**src/logic/pcs_defines.vh**
```
// Purpose: Constants for the pole-changing starter control block
// Assumes: 50 MHz system clock
// Notes:   Times are in ms; cycle counts are derived from the clock rate
`ifndef PCS_DEFINES_VH
`define PCS_DEFINES_VH

`define PCS_CLK_KHZ       50000
`define PCS_DEAD_MS       100
`define PCS_CHECK_MS      200
`define PCS_STAR_MS       5000
`define PCS_TMR_W         28

// Process image offsets (command side written, monitoring side read)
`define PCS_ADDR_W        2
`define PCS_ADDR_BYTE0    2'h0
`define PCS_ADDR_BYTE1    2'h1
`define PCS_ADDR_WORD1    2'h2

// Monitoring byte 0 bit positions
`define PCS_ST_WARN       7
`define PCS_ST_FAULT      6
`define PCS_ST_LOCAL      5
`define PCS_ST_OVLD       3
`define PCS_ST_RUN        2
`define PCS_ST_OFF        1
// Monitoring byte 1: inputs 5..0 at bits 7..2, fast run at bit 1
`define PCS_ST_DI_LSB     2
`define PCS_ST_FAST       1

// Command byte 0 and byte 1 bit positions
`define PCS_CM_FRESET     6
`define PCS_CM_AUTO       5
`define PCS_CM_EMSTART    4
`define PCS_CM_RUN        2
`define PCS_CM_OFF        1
`define PCS_CM_AUX        7
`define PCS_CM_DCOUT      4
`define PCS_CM_FAST       1

// Digital input indices
`define PCS_DI_FB         0
`define PCS_DI_START2     3
`define PCS_DI_START1     4
`define PCS_DI_STOP       5
`define PCS_DI_N          6

// Fault output selection
`define PCS_FSEL_NONE     2'h0
`define PCS_FSEL_DC       2'h1
`define PCS_FSEL_AUX      2'h2

`define PCS_CUR_MAX       16'h0320

`endif

```
**src/logic/pcs_sync.v**
```verilog
// Purpose: Two-stage synchroniser for a group of level inputs
// Assumes: Single destination clock
// Notes:   Only the second stage may be read by other logic
`timescale 1ns/100ps
module pcs_sync #(
  parameter WIDTH = 6
) (
  input  wire             clk_in,
  input  wire             rst_n_in,
  input  wire [WIDTH-1:0] d_in,
  output reg  [WIDTH-1:0] q_out
);
  reg [WIDTH-1:0] meta_q;

  always @(posedge clk_in or negedge rst_n_in) begin
    if (!rst_n_in) begin
      meta_q <= {WIDTH{1'b0}};
      q_out  <= {WIDTH{1'b0}};
    end else begin
      meta_q <= d_in;
      q_out  <= meta_q;
    end
  end
endmodule // pcs_sync

```
**src/logic/pcs_starter.v**
```verilog
// Purpose: Two-speed starter control with cyclic process data image
// Assumes: Master writes command bytes through addr/data/strobe
// Notes:   Star-delta sequencing shares the same relay outputs
// Functional notes
// - Pole mode: speed one energises first relay
// - Pole mode: speed two energises second relay
// - Optional contactor feedback supervision
// - Local inputs start speed one/two, stop
// - DC output, or aux output in pole mode only, selectable as fault
// - No voltage-dip handling in pole mode
// - Monitoring bytes 0 and 1 layout
// - Byte 1 bit 1 flags fast running
// - Word 1 carries current 0 to 800 percent
// - Byte 1 bit 4 drives DC output
// - Star-delta: star, delta, main relays
`timescale 1ns/100ps
`include "pcs_defines.vh"
module pcs_starter #(
  parameter DEAD_CYCLES  = `PCS_DEAD_MS * `PCS_CLK_KHZ,
  parameter CHECK_CYCLES = `PCS_CHECK_MS * `PCS_CLK_KHZ,
  parameter STAR_CYCLES  = `PCS_STAR_MS * `PCS_CLK_KHZ
) (
  input  wire                   clk_in,
  input  wire                   rstn_in,
  input  wire                   cmd_wr_in,
  input  wire [`PCS_ADDR_W-1:0] cmd_addr_in,
  input  wire [7:0]             cmd_data_in,
  input  wire [`PCS_DI_N-1:0]   dig_inputs_in,
  input  wire                   star_delta_mode_in,
  input  wire                   checkback_en_in,
  input  wire                   local_inputs_en_in,
  input  wire [1:0]             fault_out_sel_in,
  input  wire                   voltage_dip_en_in,
  input  wire                   overload_warn_in,
  input  wire                   ext_fault_in,
  input  wire [15:0]            current_pct_in,
  output reg                    speed_one_relay_out,
  output reg                    speed_two_relay_out,
  output reg                    aux_relay_output_out,
  output reg                    dc_switched_output_out,
  output reg                    voltage_dip_active_out,
  output reg  [7:0]             status_flags_out,
  output reg  [7:0]             status_inputs_out,
  output reg  [15:0]            motor_current_percent_out
);

  localparam [5:0] S_IDLE  = 6'h01;
  localparam [5:0] S_SLOW  = 6'h02;
  localparam [5:0] S_FAST  = 6'h04;
  localparam [5:0] S_GAP   = 6'h08;
  localparam [5:0] S_STAR  = 6'h10;
  localparam [5:0] S_DELTA = 6'h20;

  localparam [`PCS_TMR_W-1:0] DEAD_T  = DEAD_CYCLES[`PCS_TMR_W-1:0];
  localparam [`PCS_TMR_W-1:0] CHECK_T = CHECK_CYCLES[`PCS_TMR_W-1:0];
  localparam [`PCS_TMR_W-1:0] STAR_T  = STAR_CYCLES[`PCS_TMR_W-1:0];

  function rise;
    input now_v;
    input last_v;
    begin
      rise = now_v & ~last_v;
    end
  endfunction

  //////////////////////////////////////////////////////////////////////////
  // Reset release and input sampling

  reg                  rst_meta_q;
  reg                  rst_n_q;
  wire [`PCS_DI_N-1:0] di_s;
  reg  [`PCS_DI_N-1:0] di_last_q;

  always @(posedge clk_in or negedge rstn_in) begin
    if (!rstn_in) begin
      rst_meta_q <= 1'b0;
      rst_n_q    <= 1'b0;
    end else begin
      rst_meta_q <= 1'b1;
      rst_n_q    <= rst_meta_q;
    end
  end

  pcs_sync #(
    .WIDTH    (`PCS_DI_N)
  ) u_di_sync (
    .clk_in   (clk_in),
    .rst_n_in (rst_n_q),
    .d_in     (dig_inputs_in),
    .q_out    (di_s)
  );

  //////////////////////////////////////////////////////////////////////////
  // Command image

  reg  [7:0] cmd0_q;
  reg  [7:0] cmd1_q;
  reg  [7:0] cmd0_last_q;
  reg  [7:0] cmd1_last_q;

  always @(posedge clk_in or negedge rst_n_q) begin
    if (!rst_n_q) begin
      cmd0_q      <= 8'h00;
      cmd1_q      <= 8'h00;
      cmd0_last_q <= 8'h00;
      cmd1_last_q <= 8'h00;
      di_last_q   <= {`PCS_DI_N{1'b0}};
    end else begin
      if (cmd_wr_in && cmd_addr_in == `PCS_ADDR_BYTE0)
        cmd0_q <= cmd_data_in;
      if (cmd_wr_in && cmd_addr_in == `PCS_ADDR_BYTE1)
        cmd1_q <= cmd_data_in;
      cmd0_last_q <= cmd0_q;
      cmd1_last_q <= cmd1_q;
      di_last_q   <= di_s;
    end
  end

  // Bus commands act in auto mode, local pushbuttons otherwise
  wire auto_w  = cmd0_q[`PCS_CM_AUTO];
  wire local_w = ~auto_w & local_inputs_en_in;
  wire bus_one = auto_w & rise(cmd0_q[`PCS_CM_RUN], cmd0_last_q[`PCS_CM_RUN]);
  wire bus_two = auto_w & rise(cmd1_q[`PCS_CM_FAST],
                               cmd1_last_q[`PCS_CM_FAST]);
  wire loc_one = local_w & rise(di_s[`PCS_DI_START1],
                                di_last_q[`PCS_DI_START1]);
  wire loc_two = local_w & rise(di_s[`PCS_DI_START2],
                                di_last_q[`PCS_DI_START2]);
  // Stop is honoured from either place so a motor can always be halted
  wire stop_w  = rise(cmd0_q[`PCS_CM_OFF], cmd0_last_q[`PCS_CM_OFF]) |
                 (local_inputs_en_in &
                  rise(di_s[`PCS_DI_STOP], di_last_q[`PCS_DI_STOP]));
  wire req_one = bus_one | loc_one;
  wire req_two = (bus_two | loc_two) & ~star_delta_mode_in;
  wire f_reset = rise(cmd0_q[`PCS_CM_FRESET], cmd0_last_q[`PCS_CM_FRESET]);

  //////////////////////////////////////////////////////////////////////////
  // Speed sequencer

  reg [5:0]            state_q;
  reg [5:0]            state_d;
  reg [5:0]            target_q;
  reg [5:0]            target_d;
  reg [`PCS_TMR_W-1:0] tmr_q;
  reg [`PCS_TMR_W-1:0] tmr_d;
  reg [`PCS_TMR_W-1:0] chk_q;
  reg                  fault_q;
  wire                 chk_trip;

  always @* begin
    state_d  = state_q;
    target_d = target_q;
    tmr_d    = tmr_q;
    if (tmr_q != {`PCS_TMR_W{1'b0}})
      tmr_d = tmr_q - {{(`PCS_TMR_W-1){1'b0}}, 1'b1};
    if (stop_w || fault_q) begin
      state_d = S_IDLE;
    end else begin
      case (state_q)
        S_IDLE: begin
          if (req_two) begin
            state_d = S_FAST;
          end else if (req_one && star_delta_mode_in) begin
            state_d = S_STAR;
            tmr_d   = STAR_T;
          end else if (req_one) begin
            state_d = S_SLOW;
          end
        end
        S_SLOW: begin
          if (req_two) begin
            state_d  = S_GAP;
            target_d = S_FAST;
            tmr_d    = DEAD_T;
          end
        end
        S_FAST: begin
          if (req_one) begin
            state_d  = S_GAP;
            target_d = S_SLOW;
            tmr_d    = DEAD_T;
          end
        end
        S_STAR: begin
          if (tmr_q == {`PCS_TMR_W{1'b0}}) begin
            state_d  = S_GAP;
            target_d = S_DELTA;
            tmr_d    = DEAD_T;
          end
        end
        S_GAP: begin
          if (tmr_q == {`PCS_TMR_W{1'b0}})
            state_d = target_q;
        end
        S_DELTA: begin
          state_d = S_DELTA;
        end
        default: begin
          state_d = S_IDLE;
        end
      endcase
    end
  end

  wire run_d   = (state_d != S_IDLE);
  wire fast_d  = (state_d == S_FAST);
  wire relay0  = (state_d == S_SLOW) | (state_d == S_STAR);
  wire relay1  = (state_d == S_FAST) | (state_d == S_DELTA);
  wire main_on = star_delta_mode_in & run_d;
  // Feedback should follow the energised contactors
  wire expect_fb = speed_one_relay_out | speed_two_relay_out |
                   (star_delta_mode_in & aux_relay_output_out);
  assign chk_trip = (chk_q == CHECK_T);

  //////////////////////////////////////////////////////////////////////////
  // Supervision and fault latch

  always @(posedge clk_in or negedge rst_n_q) begin
    if (!rst_n_q) begin
      state_q  <= S_IDLE;
      target_q <= S_IDLE;
      tmr_q    <= {`PCS_TMR_W{1'b0}};
      chk_q    <= {`PCS_TMR_W{1'b0}};
      fault_q  <= 1'b0;
    end else begin
      state_q  <= state_d;
      target_q <= target_d;
      tmr_q    <= tmr_d;
      // Mismatch must persist for the whole window before tripping
      if (!checkback_en_in || di_s[`PCS_DI_FB] == expect_fb || chk_trip)
        chk_q <= {`PCS_TMR_W{1'b0}};
      else
        chk_q <= chk_q + {{(`PCS_TMR_W-1){1'b0}}, 1'b1};
      // A new fault in the reset cycle still latches
      if ((checkback_en_in && chk_trip) || ext_fault_in)
        fault_q <= 1'b1;
      else if (f_reset)
        fault_q <= 1'b0;
    end
  end

  //////////////////////////////////////////////////////////////////////////
  // Registered outputs and monitoring image

  always @(posedge clk_in or negedge rst_n_q) begin
    if (!rst_n_q) begin
      speed_one_relay_out       <= 1'b0;
      speed_two_relay_out       <= 1'b0;
      aux_relay_output_out      <= 1'b0;
      dc_switched_output_out    <= 1'b0;
      voltage_dip_active_out    <= 1'b0;
      status_flags_out          <= 8'h00;
      status_inputs_out         <= 8'h00;
      motor_current_percent_out <= 16'h0000;
    end else begin
      speed_one_relay_out <= relay0 & ~relay1;
      speed_two_relay_out <= relay1 & ~relay0;
      if (star_delta_mode_in)
        aux_relay_output_out <= main_on;
      else if (fault_out_sel_in == `PCS_FSEL_AUX)
        aux_relay_output_out <= fault_q;
      else
        aux_relay_output_out <= cmd1_q[`PCS_CM_AUX];
      if (fault_out_sel_in == `PCS_FSEL_DC)
        dc_switched_output_out <= fault_q;
      else
        dc_switched_output_out <= cmd1_q[`PCS_CM_DCOUT];
      // Dip ride-through only exists in star-delta here
      voltage_dip_active_out <= voltage_dip_en_in &
                                star_delta_mode_in;
      status_flags_out <= 8'h00;
      status_flags_out[`PCS_ST_WARN]  <= overload_warn_in;
      status_flags_out[`PCS_ST_FAULT] <= fault_q;
      status_flags_out[`PCS_ST_LOCAL] <= ~auto_w;
      status_flags_out[`PCS_ST_OVLD]  <= overload_warn_in;
      status_flags_out[`PCS_ST_RUN]   <= run_d;
      status_flags_out[`PCS_ST_OFF]   <= ~run_d;
      status_inputs_out <= {di_s, 2'b00};
      status_inputs_out[`PCS_ST_FAST] <= fast_d &
                                         ~star_delta_mode_in;
      if (current_pct_in > `PCS_CUR_MAX)
        motor_current_percent_out <= `PCS_CUR_MAX;
      else
        motor_current_percent_out <= current_pct_in;
    end
  end

endmodule // pcs_starter

```
**config.mk**
```make
export PLATFORM = sky130hd
export DESIGN_NAME = pcs_starter
export DESIGN_NICKNAME = d
export VERILOG_FILES = /design/src/logic/pcs_sync.v /design/src/logic/pcs_starter.v
export VERILOG_INCLUDE_DIRS = /design/src /design/src/logic
export SDC_FILE = /design/constraint.sdc
export NUM_CORES = 1
export LEC_CHECK = 0
export ABC_AREA = 1
export BUFFER_PORTS_ARGS = -buffer_cell sky130_fd_sc_hd__buf_2
export CORE_UTILIZATION = 50
export CTS_CLUSTER_DIAMETER = 200
export DETAILED_ROUTE_END_ITERATION = 16
export PLACE_DENSITY = 0.73
export SLEW_MARGIN = 20
export SYNTH_ARGS = -nofsm -noshare
export SYNTH_HDL_FRONTEND = slang
export SYNTH_SLANG_ARGS = --single-unit
```
**constraint.sdc**
```tcl
create_clock -name clk_in -period 3.95 [get_ports clk_in]
set_clock_uncertainty 0.05 [all_clocks]
set_input_delay 0.1975 -clock clk_in [delete_from_list [all_inputs] [get_ports clk_in]]
set_output_delay 0.1975 -clock clk_in [all_outputs]
set_load 0.005 [all_outputs]
```
==> results by group, run 1 <==
Outcome
  – Status: finished, final reports clean

Die
  – # rows: 40
  – Die W: about 110 um
  – Core box area: 12200 sq um
  – Die H: 114 um
  – Initial Utilization: 0.518
  – Die area: about 13000 sq um
  – I/O pin cnt: 80

STA
  – Max-slew headroom: 0.485
  – Crit path time final: ~2400 ps
  – RSZ-0062 raised after global routing: false
  – Final hold violations: 0
  – Worst Max-Slew Pin Slew: approximately 770 ps
  – Hold slack final: ~7.6 ps
  – Period Utilization, post-route: 0.604
  – Final Slew Violations: 0
  – Final setup fails: 0
  – Fin Setup TNS: 0 ps
  – Max frequency: 0.419 GHz

Worst setup path
  – Crit-path most repeated cell: inv_1
  – CP Cell Sequence: inv_1 -> ha_1 -> inv_1 -> nor2_1 -> inv_1 -> nor2_1 -> nand2_2 -> nor2_8 -> a21boi_1 -> o21ai_1 -> o21ai_0 -> nand3_1
  – CP Buf/Inv Count: 3
  – CP Data Required Time: 4160 ps
  – Reg2reg start: tmr_q[0]
  – Critical path's largest stage delay: between 600 and 700 ps
  – WS Path Type: reg2reg
  – Worst-path fanout max: 7
  – Crit. End Element: register
  – Type of origin of the critical path: register
  – Crit path launch: tmr_q[0]
  – CP top delay family: compound AO/OA/AOI/OAI gates
  – WP data arrival: between 2000 and 3000 ps
  – CP max-delay cell: o21ai_0

Place
  – Dpl cell area: about 7000 sq um
  – Buffers on Ports: 74
  – Inst Count DP: 986
  – GP Congestion: between 0.8 and 0.9
  – Post-DP HPWL: 10400 um

Global routing
  – Antenna violations before repair: 0
  – First-pass GRT wire length: 25000 um
  – GRT Total Usage: 0.249
  – Vias in the first global route: around 5200
  – Pin count of the biggest net entering global routing: about 110
  – GRT overflow: 0

Logic synthesis
  – Unique masters post-synth: between 40 and 50
  – Top_reg_cell synth: dfrtp_1
  – Post-Syn Area: between 6000 and 7000 sq um
  – FFs w/ async S/R, synth: 1.00
  – EDFF count, synth: 0
  – #FFs+latches synth: around 130
  – Synth Instances: around 740
  – Syn_area_per_cell: roughly 8.5 sq um
  – Warnings, synthesis: 0
  – Post-synthesis sequential area ratio: 0.497

Cells and area
  – Share of layout cells above drive strength 1: 0.231
  – Area delta synth->final: 23.4%
  – Post-route cell area: 7770 sq um
  – Post-Layout Cell Count: about 1000
  – Final core utilization: 0.639
  – ANT cells: 0
  – Fillers: 972
  – Fin nets: around 900

Clock network
  – Clock buffer depth: 2
  – Worst-path clk slew: ~50 ps
  – Setup bufs post-CTS: 0
  – Cts-stage hold buffer count: 26
  – Total clock buffers created by CTS: 17
  – Skew-Pair Late Insertion Delay: around 420 ps
  – H-tree depth: 4
  – Clk sinks: between 100 and 150
  – TritonCTS clock tree: yes
  – CTS resizes: 0
  – Clock root cell: clkbuf_16

Routing
  – Final WL: 14900 um
  – 1st-iter DRT viols: 366
  – Via Count: 5363
  – Antenna viol nets, final: 0
  – Vias per cell: between 5 and 6
  – Pre-antenna DRT Iters: 5
  – WL/cell: 14.3 um
  – DRC: 0

Min path
  – Hold_sp: checkback_en_in
  – Worst min path class: in2reg

Flow run
  – Max-Cap Viols: 0

Pwr
  – Power Dens Cells: roughly 490 nW/um^2
  – Pleak: 3.71 nW
  – Max VDD drop: roughly 0.00040 V
## final cells by class
| class | instances | area, sq um | area share |
|---|---|---|---|
| sequential | 125 | 3130 | 0.403 |
| multi-input combinational | 506 | 2740 | 0.352 |
| timing repair buffer | 101 | 651 | 0.0837 |
| clock buffer | 19 | 433 | 0.0557 |
| inverter | 112 | 420 | 0.0541 |
| tap | 168 | 210 | 0.0270 |
| clock inverter | 13 | 189 | 0.0243 |
## registers in the layout, indices dropped and copies added, names as in the netlist
name / cells
chk_q: 28
tmr_q: 28
motor_current_percent_out: 16
state_q: 6
u_di_sync.meta_q: 6
u_di_sync.q_out: 6
di_last_q: 5
status_flags_out: 5
cmd0_q: 4
target_q: 4
cmd0_last_q: 3
cmd1_q: 3
status_inputs_out: 2
aux_relay_output_out: 1
cmd1_last_q: 1
dc_switched_output_out: 1
fault_q: 1
rst_meta_q: 1
rst_n_q: 1
speed_one_relay_out: 1
speed_two_relay_out: 1
voltage_dip_active_out: 1
## power by group
part	total (mW)	leakage [nW]	internal, mW	switching (mW)
clock	1.64	0.298	1.06	0.581
sequential	1.59	1.53	1.44	0.150
combinational	0.620	1.88	0.240	0.380
## logic make-up after synthesis
group	share of synthesized area
AOI/OAI and AO/OA	0.0498
xor gates and xnor gates	0.0347
adders and majority gates	0.00993
buffers and inverters	0.0737
DFF	0.497
muxes	0.00536
other	0.00119
and+or+nand+nor	0.329
## worst min-delay path: stages
cell	delay, ps
buf_2	110
inv_1	40
o21ai_0	80
## per-stage QoR
step	total power [mW]	worst slack (ps)
6_report	3.85	1560
5_1_grt	4.02	1450
4_1_cts	3.86	1670
3_5_place_dp	2.19	1630
3_3_place_gp	2.16	1690
2_1_floorplan	2.01	163
## layout by cell type (no fill, tap or decap), types with 4 or more instances in the layout
cell type	n
nor4_1	13
dfrtp_1	122
o21ai_0	16
nand4_1	25
xor2_1	18
or2_2	4
ha_1	5
nor3b_1	6
buf_2	74
nor2_2	17
nor3_1	23
nor3_2	4
nor2_1	111
nand3_1	37
nor3_4	4
nor2_4	10
xnor2_1	7
inv_1	90
nand2_2	20
bufinv_16	4
dlygate4sd3_1	26
conb_1	10
o21ai_1	4
inv_2	20
clkbuf_16	17
nand2_1	122
a21oi_1	23
## routing by layer
metal  track usage  up-vias  wire length, um
met5             0        -                0
li1              -     2624                -
met1         0.327     2530             6580
met2         0.406      181             7140
met3        0.0582       28              876
met4        0.0909        0              290
## cells in the mapped netlist, types with 17 or more instances
master | n | area [sq um]
a21oi_1 | 23 | 115
xor2_1 | 18 | 158
nor2_1 | 111 | 417
nand2_2 | 20 | 125
inv_1 | 90 | 338
nand4_1 | 25 | 156
inv_2 | 20 | 75.1
nand3_1 | 37 | 185
nand2_1 | 122 | 458
nor3_1 | 23 | 115
nor2_2 | 17 | 106
dfrtp_1 | 123 | 3080
## worst paths after layout
path / cells past startpoint / slack (ps) / endpoint
max: 12 / 1560 / tmr_q[18]
min: 3 / 8 / fault_q
max reg2reg: 12 / 1560 / tmr_q[18]
min reg2reg: 0 / 150 / motor_current_percent_out[11]
max in group asynchronous: 1 / 2830 / chk_q[2]
min in group asynchronous: 2 / 60 / rst_n_q
Power figures use the tool's default switching activity.
==> inputs of run 2 (changes only) <==
PLACE_DENSITY = 0.7   (was 0.73)
clock period = 2.26 ns   (was 3.95 ns; I/O delays follow)
==> results by group, run 2 (same netlist as run 1, synthesis figures left out) <==
Die
  – Die area: 13100 sq um (unchanged)
  – Die W: 114 um (unchanged)
  – Die H: 114 um (unchanged)
  – # rows: 40 (unchanged)
  – I/O pin cnt: 80 (unchanged)
  – Initial Utilization: 0.518 (unchanged)
  – Core box area: 12200 sq um (unchanged)

Place
  – GP Congestion: 0.926 (+5.3%)
  – Post-DP HPWL: 10500 um (+1.1%)
  – Inst Count DP: 993 (+0.71%)
  – Buffers on Ports: 74 (unchanged)

Worst setup path
  – WS Path Type: reg2reg
  – Type of origin of the critical path: register
  – Crit. End Element: register
  – WP data arrival: 2380 ps (-210 ps)
  – Worst-path fanout max: 5 (-2)
  – CP Data Required Time: 2520 ps (-1640 ps)

STA
  – Crit path time final: 2120 ps (-265 ps)
  – Fin Setup TNS: 0 ps (unchanged)
  – Worst Max-Slew Pin Slew: 602 ps (-168 ps)
  – Max-slew headroom: 0.595 (+0.110)
  – Max frequency: 0.472 GHz (+12%)
  – RSZ-0062 raised after global routing: true
  – Final hold violations: 0 (unchanged)
  – Final Slew Violations: 0 (unchanged)
  – Final setup fails: 0 (unchanged)
  – Hold slack final: 16.9 ps (+9.26 ps)
  – Period Utilization, post-route: 0.938 (+0.334)

Routing
  – Met3 WL: 728 um (-17%)
  – Final WL: 14800 um (-0.26%)
  – Met2 Wirelength: 7220 um (+1.1%)
  – Met1 wire length: 6730 um (+2.3%)
  – Vias per cell: 5.05 (-1.6%)
  – WL/cell: 14.0 um (-1.6%)
  – Top Layer Used: met4
  – 1st-iter DRT viols: 270 (-26%)
  – DRC: 0 (unchanged)
  – Via Count: 5347 (-0.30%)
  – Pre-antenna DRT Iters: 5 (unchanged)
  – Antenna viol nets, final: 0 (unchanged)

Global routing
  – Vias in the first global route: 5195 (-0.65%)
  – Antenna violations before repair: 0 (unchanged)
  – First-pass GRT wire length: 24600 um (-1.4%)
  – Pin count of the biggest net entering global routing: 45 (-57%)
  – GRT Total Usage: 0.245 (-0.00487)
  – GRT overflow: 0 (unchanged)

Cells and area
  – Most frequent cells in the layout: 122 x dfrtp_1, 121 x nand2_1, 109 x nor2_1, 90 x inv_1, 74 x buf_2
  – Biggest regs: chk_q: 28 flops, tmr_q: 28 flops, motor_current_percent_out: 16 flops
  – Fin nets: 925 (+1.5%)
  – ANT cells: 0 (unchanged)
  – Post-Layout Cell Count: 1058 (+1.3%)
  – Most common cell after layout, fill and taps aside: dfrtp_1
  – Final core utilization: 0.646 (+0.00638)
  – Area delta synth->final: 24.6%
  – Share of layout cells above drive strength 1: 0.243 (+0.0121)

Pwr
  – Pleak: 3.73 nW (+0.67%)
  – Power Dens Cells: 808 nW/um^2 (+63%)
  – Power consumption: 6.34 mW (+65%)
  – Max VDD drop: 0.000601 V (+52%)

Clock network
  – Clock buffer depth: 2 (unchanged)
  – Skew-Pair Late Insertion Delay: 420 ps (about the same)
  – Clock root cell: clkbuf_16
  – H-tree depth: 4 (unchanged)
  – Clk sinks: 125 (unchanged)
  – TritonCTS clock tree: yes
  – Total clock buffers created by CTS: 17 (unchanged)
  – Worst-path clk slew: 60 ps (about the same)

Outcome
  – Status: finished, final reports clean

Min path
  – Worst min path class: in2reg

Flow run
  – Max-Cap Viols: 0 (unchanged)
## run 2: final timing paths
check / slack, ps / to / from / cells after the start
worst max register to register: 140 / aux_relay_output_out / tmr_q[1] / 15
worst max-delay path: 140 / aux_relay_output_out / tmr_q[1] / 15
worst min register to register: 280 / di_last_q[1] / rst_n_q / 0
min in group asynchronous: 280 / di_last_q[1] / rst_n_q / 0
worst min-delay path: 20 / motor_current_percent_out[5] / current_pct_in[13] / 5
max in group asynchronous: 1200 / target_q[0] / rst_n_q / 1
## run 2: area by class of cell
class                      count  area, sq um
multi-input combinational    506         2760
tap                          168          210
timing repair buffer         115          793
fill                         977         4310
sequential                   125         3130
inverter                     112          420
clock inverter                14          109
clock buffer                  18          429
## run 2: stage by stage
step / worst slack [ps] / instance area (sq um)
floorplan: 129 / 6330
global placement: 186 / 6970
detailed placement: 159 / 6970
CTS: 108 / 7820
global route: -28.2 / 7850
finish: 139 / 7850
## run 2: power by group
group          switching [mW]  internal [mW]
combinational           0.656          0.450
clock                    1.05           1.41
sequential              0.269           2.51
total                    1.97           4.37
## run 2: timing repair
| action | in CTS | in global routing |
|---|---|---|
| gates resized for setup | 0 | 5 |
| buffers inserted | 0 | 2 |
| hold buffers | 31 | 0 |
| setup endpoints to repair | 0 | 9 |
| hold endpoints to repair | 30 | 0 |
## run 2: critical path: stages, from the launching register on
cell     delay [ps]
dfrtp_1         400
inv_1            90
ha_1            150
inv_1            70
nor2_2          100
nand3_1          80
nor2_1          140
nand3_1         130
nand2_2         140
nand2_1          80
nand2_1          90
inv_1            90
nor2_4          140
nand3_2         130
nand2_1         100
nand2_1          50
## run 2: metal layers
metal | up-vias | GRT usage
met3 | 16 | 0.0556
met4 | 0 | 0.0831
met5 | - | 0
met1 | 2544 | 0.326
met2 | 148 | 0.396
li1 | 2639 | -
==> inputs of run 3 (changes only) <==
CELL_PAD_IN_SITES_DETAIL_PLACEMENT = 0   (was unset)
CELL_PAD_IN_SITES_GLOBAL_PLACEMENT = 1   (was unset)
CORE_UTILIZATION = 47   (was 50)
PLACE_DENSITY = unset   (was 0.7)
PLACE_DENSITY_LB_ADDON = 0.1   (was unset)
clock period = 2.5 ns   (was 2.26 ns; I/O delays follow)
==> results by group, run 3 (same netlist as run 1, synthesis figures left out) <==
Outcome
  – Status: finished, final reports clean

Pwr
  – Clk pwr share: 0.397 (+0.009)
  – Max VDD drop: 0.000559 V (-7.0%)
  – Net Sw Frac: 0.303 (-0.00770)
  – Power Internal: 4.03 mW (-7.8%)
  – Sequential share of power: 0.434 (-0.004)
  – Combinational share of power: 0.169 (-0.005)
  – Switching pwr: 1.76 mW (-11%)
  – Pleak: 3.72 nW (-0.25%)
  – Power Dens Cells: 740 nW/um^2 (-8.4%)
  – Power consumption: 5.79 mW (-8.8%)

Die
  – Core box area: 12800 sq um (+5.5%)
  – Die H: 118 um (+3.1%)
  – Initial Utilization: 0.491 (-0.0268)
  – I/O pin cnt: 80 (unchanged)
  – Die area: 13900 sq um (+6.3%)
  – # rows: 41 (+2.5%)
  – Die W: 118 um (+3.1%)

Global routing
  – Pin count of the biggest net entering global routing: 52 (+16%)
  – GRT Total Usage: 0.230 (-0.0149)
  – GRT overflow: 0 (unchanged)
  – Vias in the first global route: 5420 (+4.3%)
  – Antenna violations before repair: 0 (unchanged)
  – First-pass GRT wire length: 25400 um (+2.9%)

STA
  – Final Slew Violations: 0 (unchanged)
  – Crit path time final: 2220 ps (+100 ps)
  – Max frequency: 0.450 GHz (-4.5%)
  – Fin Setup TNS: 0 ps (unchanged)
  – Worst Max-Slew Pin Slew: 505 ps (-97.5 ps)
  – Final WS setup: 279 ps (+140 ps)
  – RSZ-0062 raised after global routing: false
  – Max-slew headroom: 0.664 (+0.0687)
  – Final hold violations: 0 (unchanged)
  – Final setup fails: 0 (unchanged)
  – Period Utilization, post-route: 0.888 (-0.0500)

Worst setup path
  – WP data arrival: 2530 ps (+150 ps)
  – Type of origin of the critical path: register
  – CP top delay family: buffers and inverters
  – CP Buf/Inv Count: 2 (-1)
  – Crit path launch: chk_q[0]
  – CP Depth: 7 (-8)
  – CP Data Required Time: 2810 ps (+290 ps)
  – Worst-path fanout max: 4 (-1)
  – Critical path's largest stage delay: 570 ps (+170 ps)
  – FF-to-FF End: fault_q
  – Worst setup path endpoint: fault_q
  – CP Cell Sequence: inv_1 -> ha_1 -> nand2_1 -> nor4_2 -> nand4_1 -> o21ai_0 -> dlygate4sd3_1
  – FF-to-FF path depth: 7 (-8)
  – CP max-delay cell: dlygate4sd3_1
  – WS Path Type: reg2reg
  – Crit. End Element: register
  – Reg2reg start: chk_q[0]
  – Worst R2R Setup Slack: 280 ps (+140 ps)

Cells and area
  – Fin nets: 922 (-0.32%)
  – ANT cells: 0 (unchanged)
  – Final core utilization: 0.610 (-0.0361)
  – Biggest regs: chk_q: 28 flops, tmr_q: 28 flops, motor_current_percent_out: 16 flops
  – Fillers: 1179 (+21%)
  – Area taken by multi-input logic gates: 2740 sq um (-0.45%)
  – Area delta synth->final: 24.0%
  – Most frequent cells in the layout: 122 x nand2_1, 122 x dfrtp_1, 111 x nor2_1, 90 x inv_1, 74 x buf_2
  – Seq. cell area: 3130 sq um (unchanged)
  – Share of layout cells above drive strength 1: 0.237 (-0.00594)

Routing
  – DRC: 0 (unchanged)
  – WL/cell: 14.2 um (+1.2%)
  – 1st-iter DRT viols: 265 (-1.9%)
  – Pre-antenna DRT Iters: 5 (unchanged)
  – Vias per cell: 5.01 (-0.88%)
  – Antenna viol nets, final: 0 (unchanged)
  – Via Count: 5305 (-0.79%)
  – Final WL: 15000 um (+1.3%)

Clock network
  – Clock buffer depth: 2 (unchanged)
  – Clk sinks: 125 (unchanged)
  – Skew-Pair Late Insertion Delay: 420 ps (about the same)
  – Worst-path clk slew: 60 ps (about the same)
  – Total clock buffers created by CTS: 17 (unchanged)
  – Clock root cell: clkbuf_16
  – H-tree depth: 4 (unchanged)
  – TritonCTS clock tree: yes

Min path
  – Worst min path class: in2reg

Place
  – Worst slack at placement: 348 ps (+189 ps)
  – GP Congestion: 0.876 (-5.4%)
  – Buffers on Ports: 74 (unchanged)
  – Post-DP HPWL: 11100 um (+5.6%)

Flow run
  – Max-Cap Viols: 0 (unchanged)
[run 3: cell type report]
| type | instances | share of cell area |
|---|---|---|
| Clock buffer | 19 | 0.0554 |
| Clock inverter | 13 | 0.0147 |
| Inverter | 112 | 0.0538 |
| Multi-Input combinational cell | 506 | 0.351 |
| Sequential cell | 125 | 0.401 |
| Tap cell | 172 | 0.0275 |
| Timing Repair Buffer | 112 | 0.0967 |
[run 3: per-stage QoR]
stage	std cells	hold slack, ps	instance area [sq um]
floorplan	750	-221	6330
global placement	997	-138	6960
detailed placement	997	-135	6960
CTS	1059	11.5	7810
global route	1059	49.8	7820
finish	1059	16.1	7820
[run 3: worst min-delay path, delay by kind of cell]
kind,cells,cell delay [ps]
buffers and inverters,1,110
and+or+nand+nor,2,150
AOI/OAI and AO/OA,1,80
[run 3: worst min path at each step]
stage	from	to	cells past startpoint	slack, ps
2_1_floorplan	rstn_in	rst_meta_q	0	-220
3_3_place_gp	rstn_in	rst_meta_q	1	-140
3_5_place_dp	rstn_in	rst_meta_q	1	-140
4_1_cts	fault_out_sel_in[1]	aux_relay_output_out	4	10
5_1_grt	fault_out_sel_in[1]	dc_switched_output_out	3	50
6_report	fault_out_sel_in[1]	aux_relay_output_out	4	20
[run 3: timing repair]
item | 4_1_cts | 5_1_grt
buffers inserted | 0 | 0
gates resized for setup | 0 | 1
endpoints found under the setup margin | 0 | 1
endpoints found under the hold margin | 30 | 0
hold buffers | 30 | 0
[run 3: power by group through the flow]
stage               clock network (mW)  logic (mW)  registers (mW)
finish                            2.30       0.979            2.51
global route                      2.44        1.11            2.54
CTS                               2.34       0.983            2.51
detailed placement                   0       0.935            2.54
global placement                     0       0.915            2.54
floorplan                            0       0.675            2.50
[run 3: per-layer routing]
layer | share of wire | GRT usage | vias to the layer above
li1 | - | - | 2639
met1 | 0.46 | 0.292 | 2525
met2 | 0.48 | 0.381 | 124
met3 | 0.044 | 0.0557 | 17
met4 | 0.014 | 0.0801 | 0
met5 | 0 | 0 | -
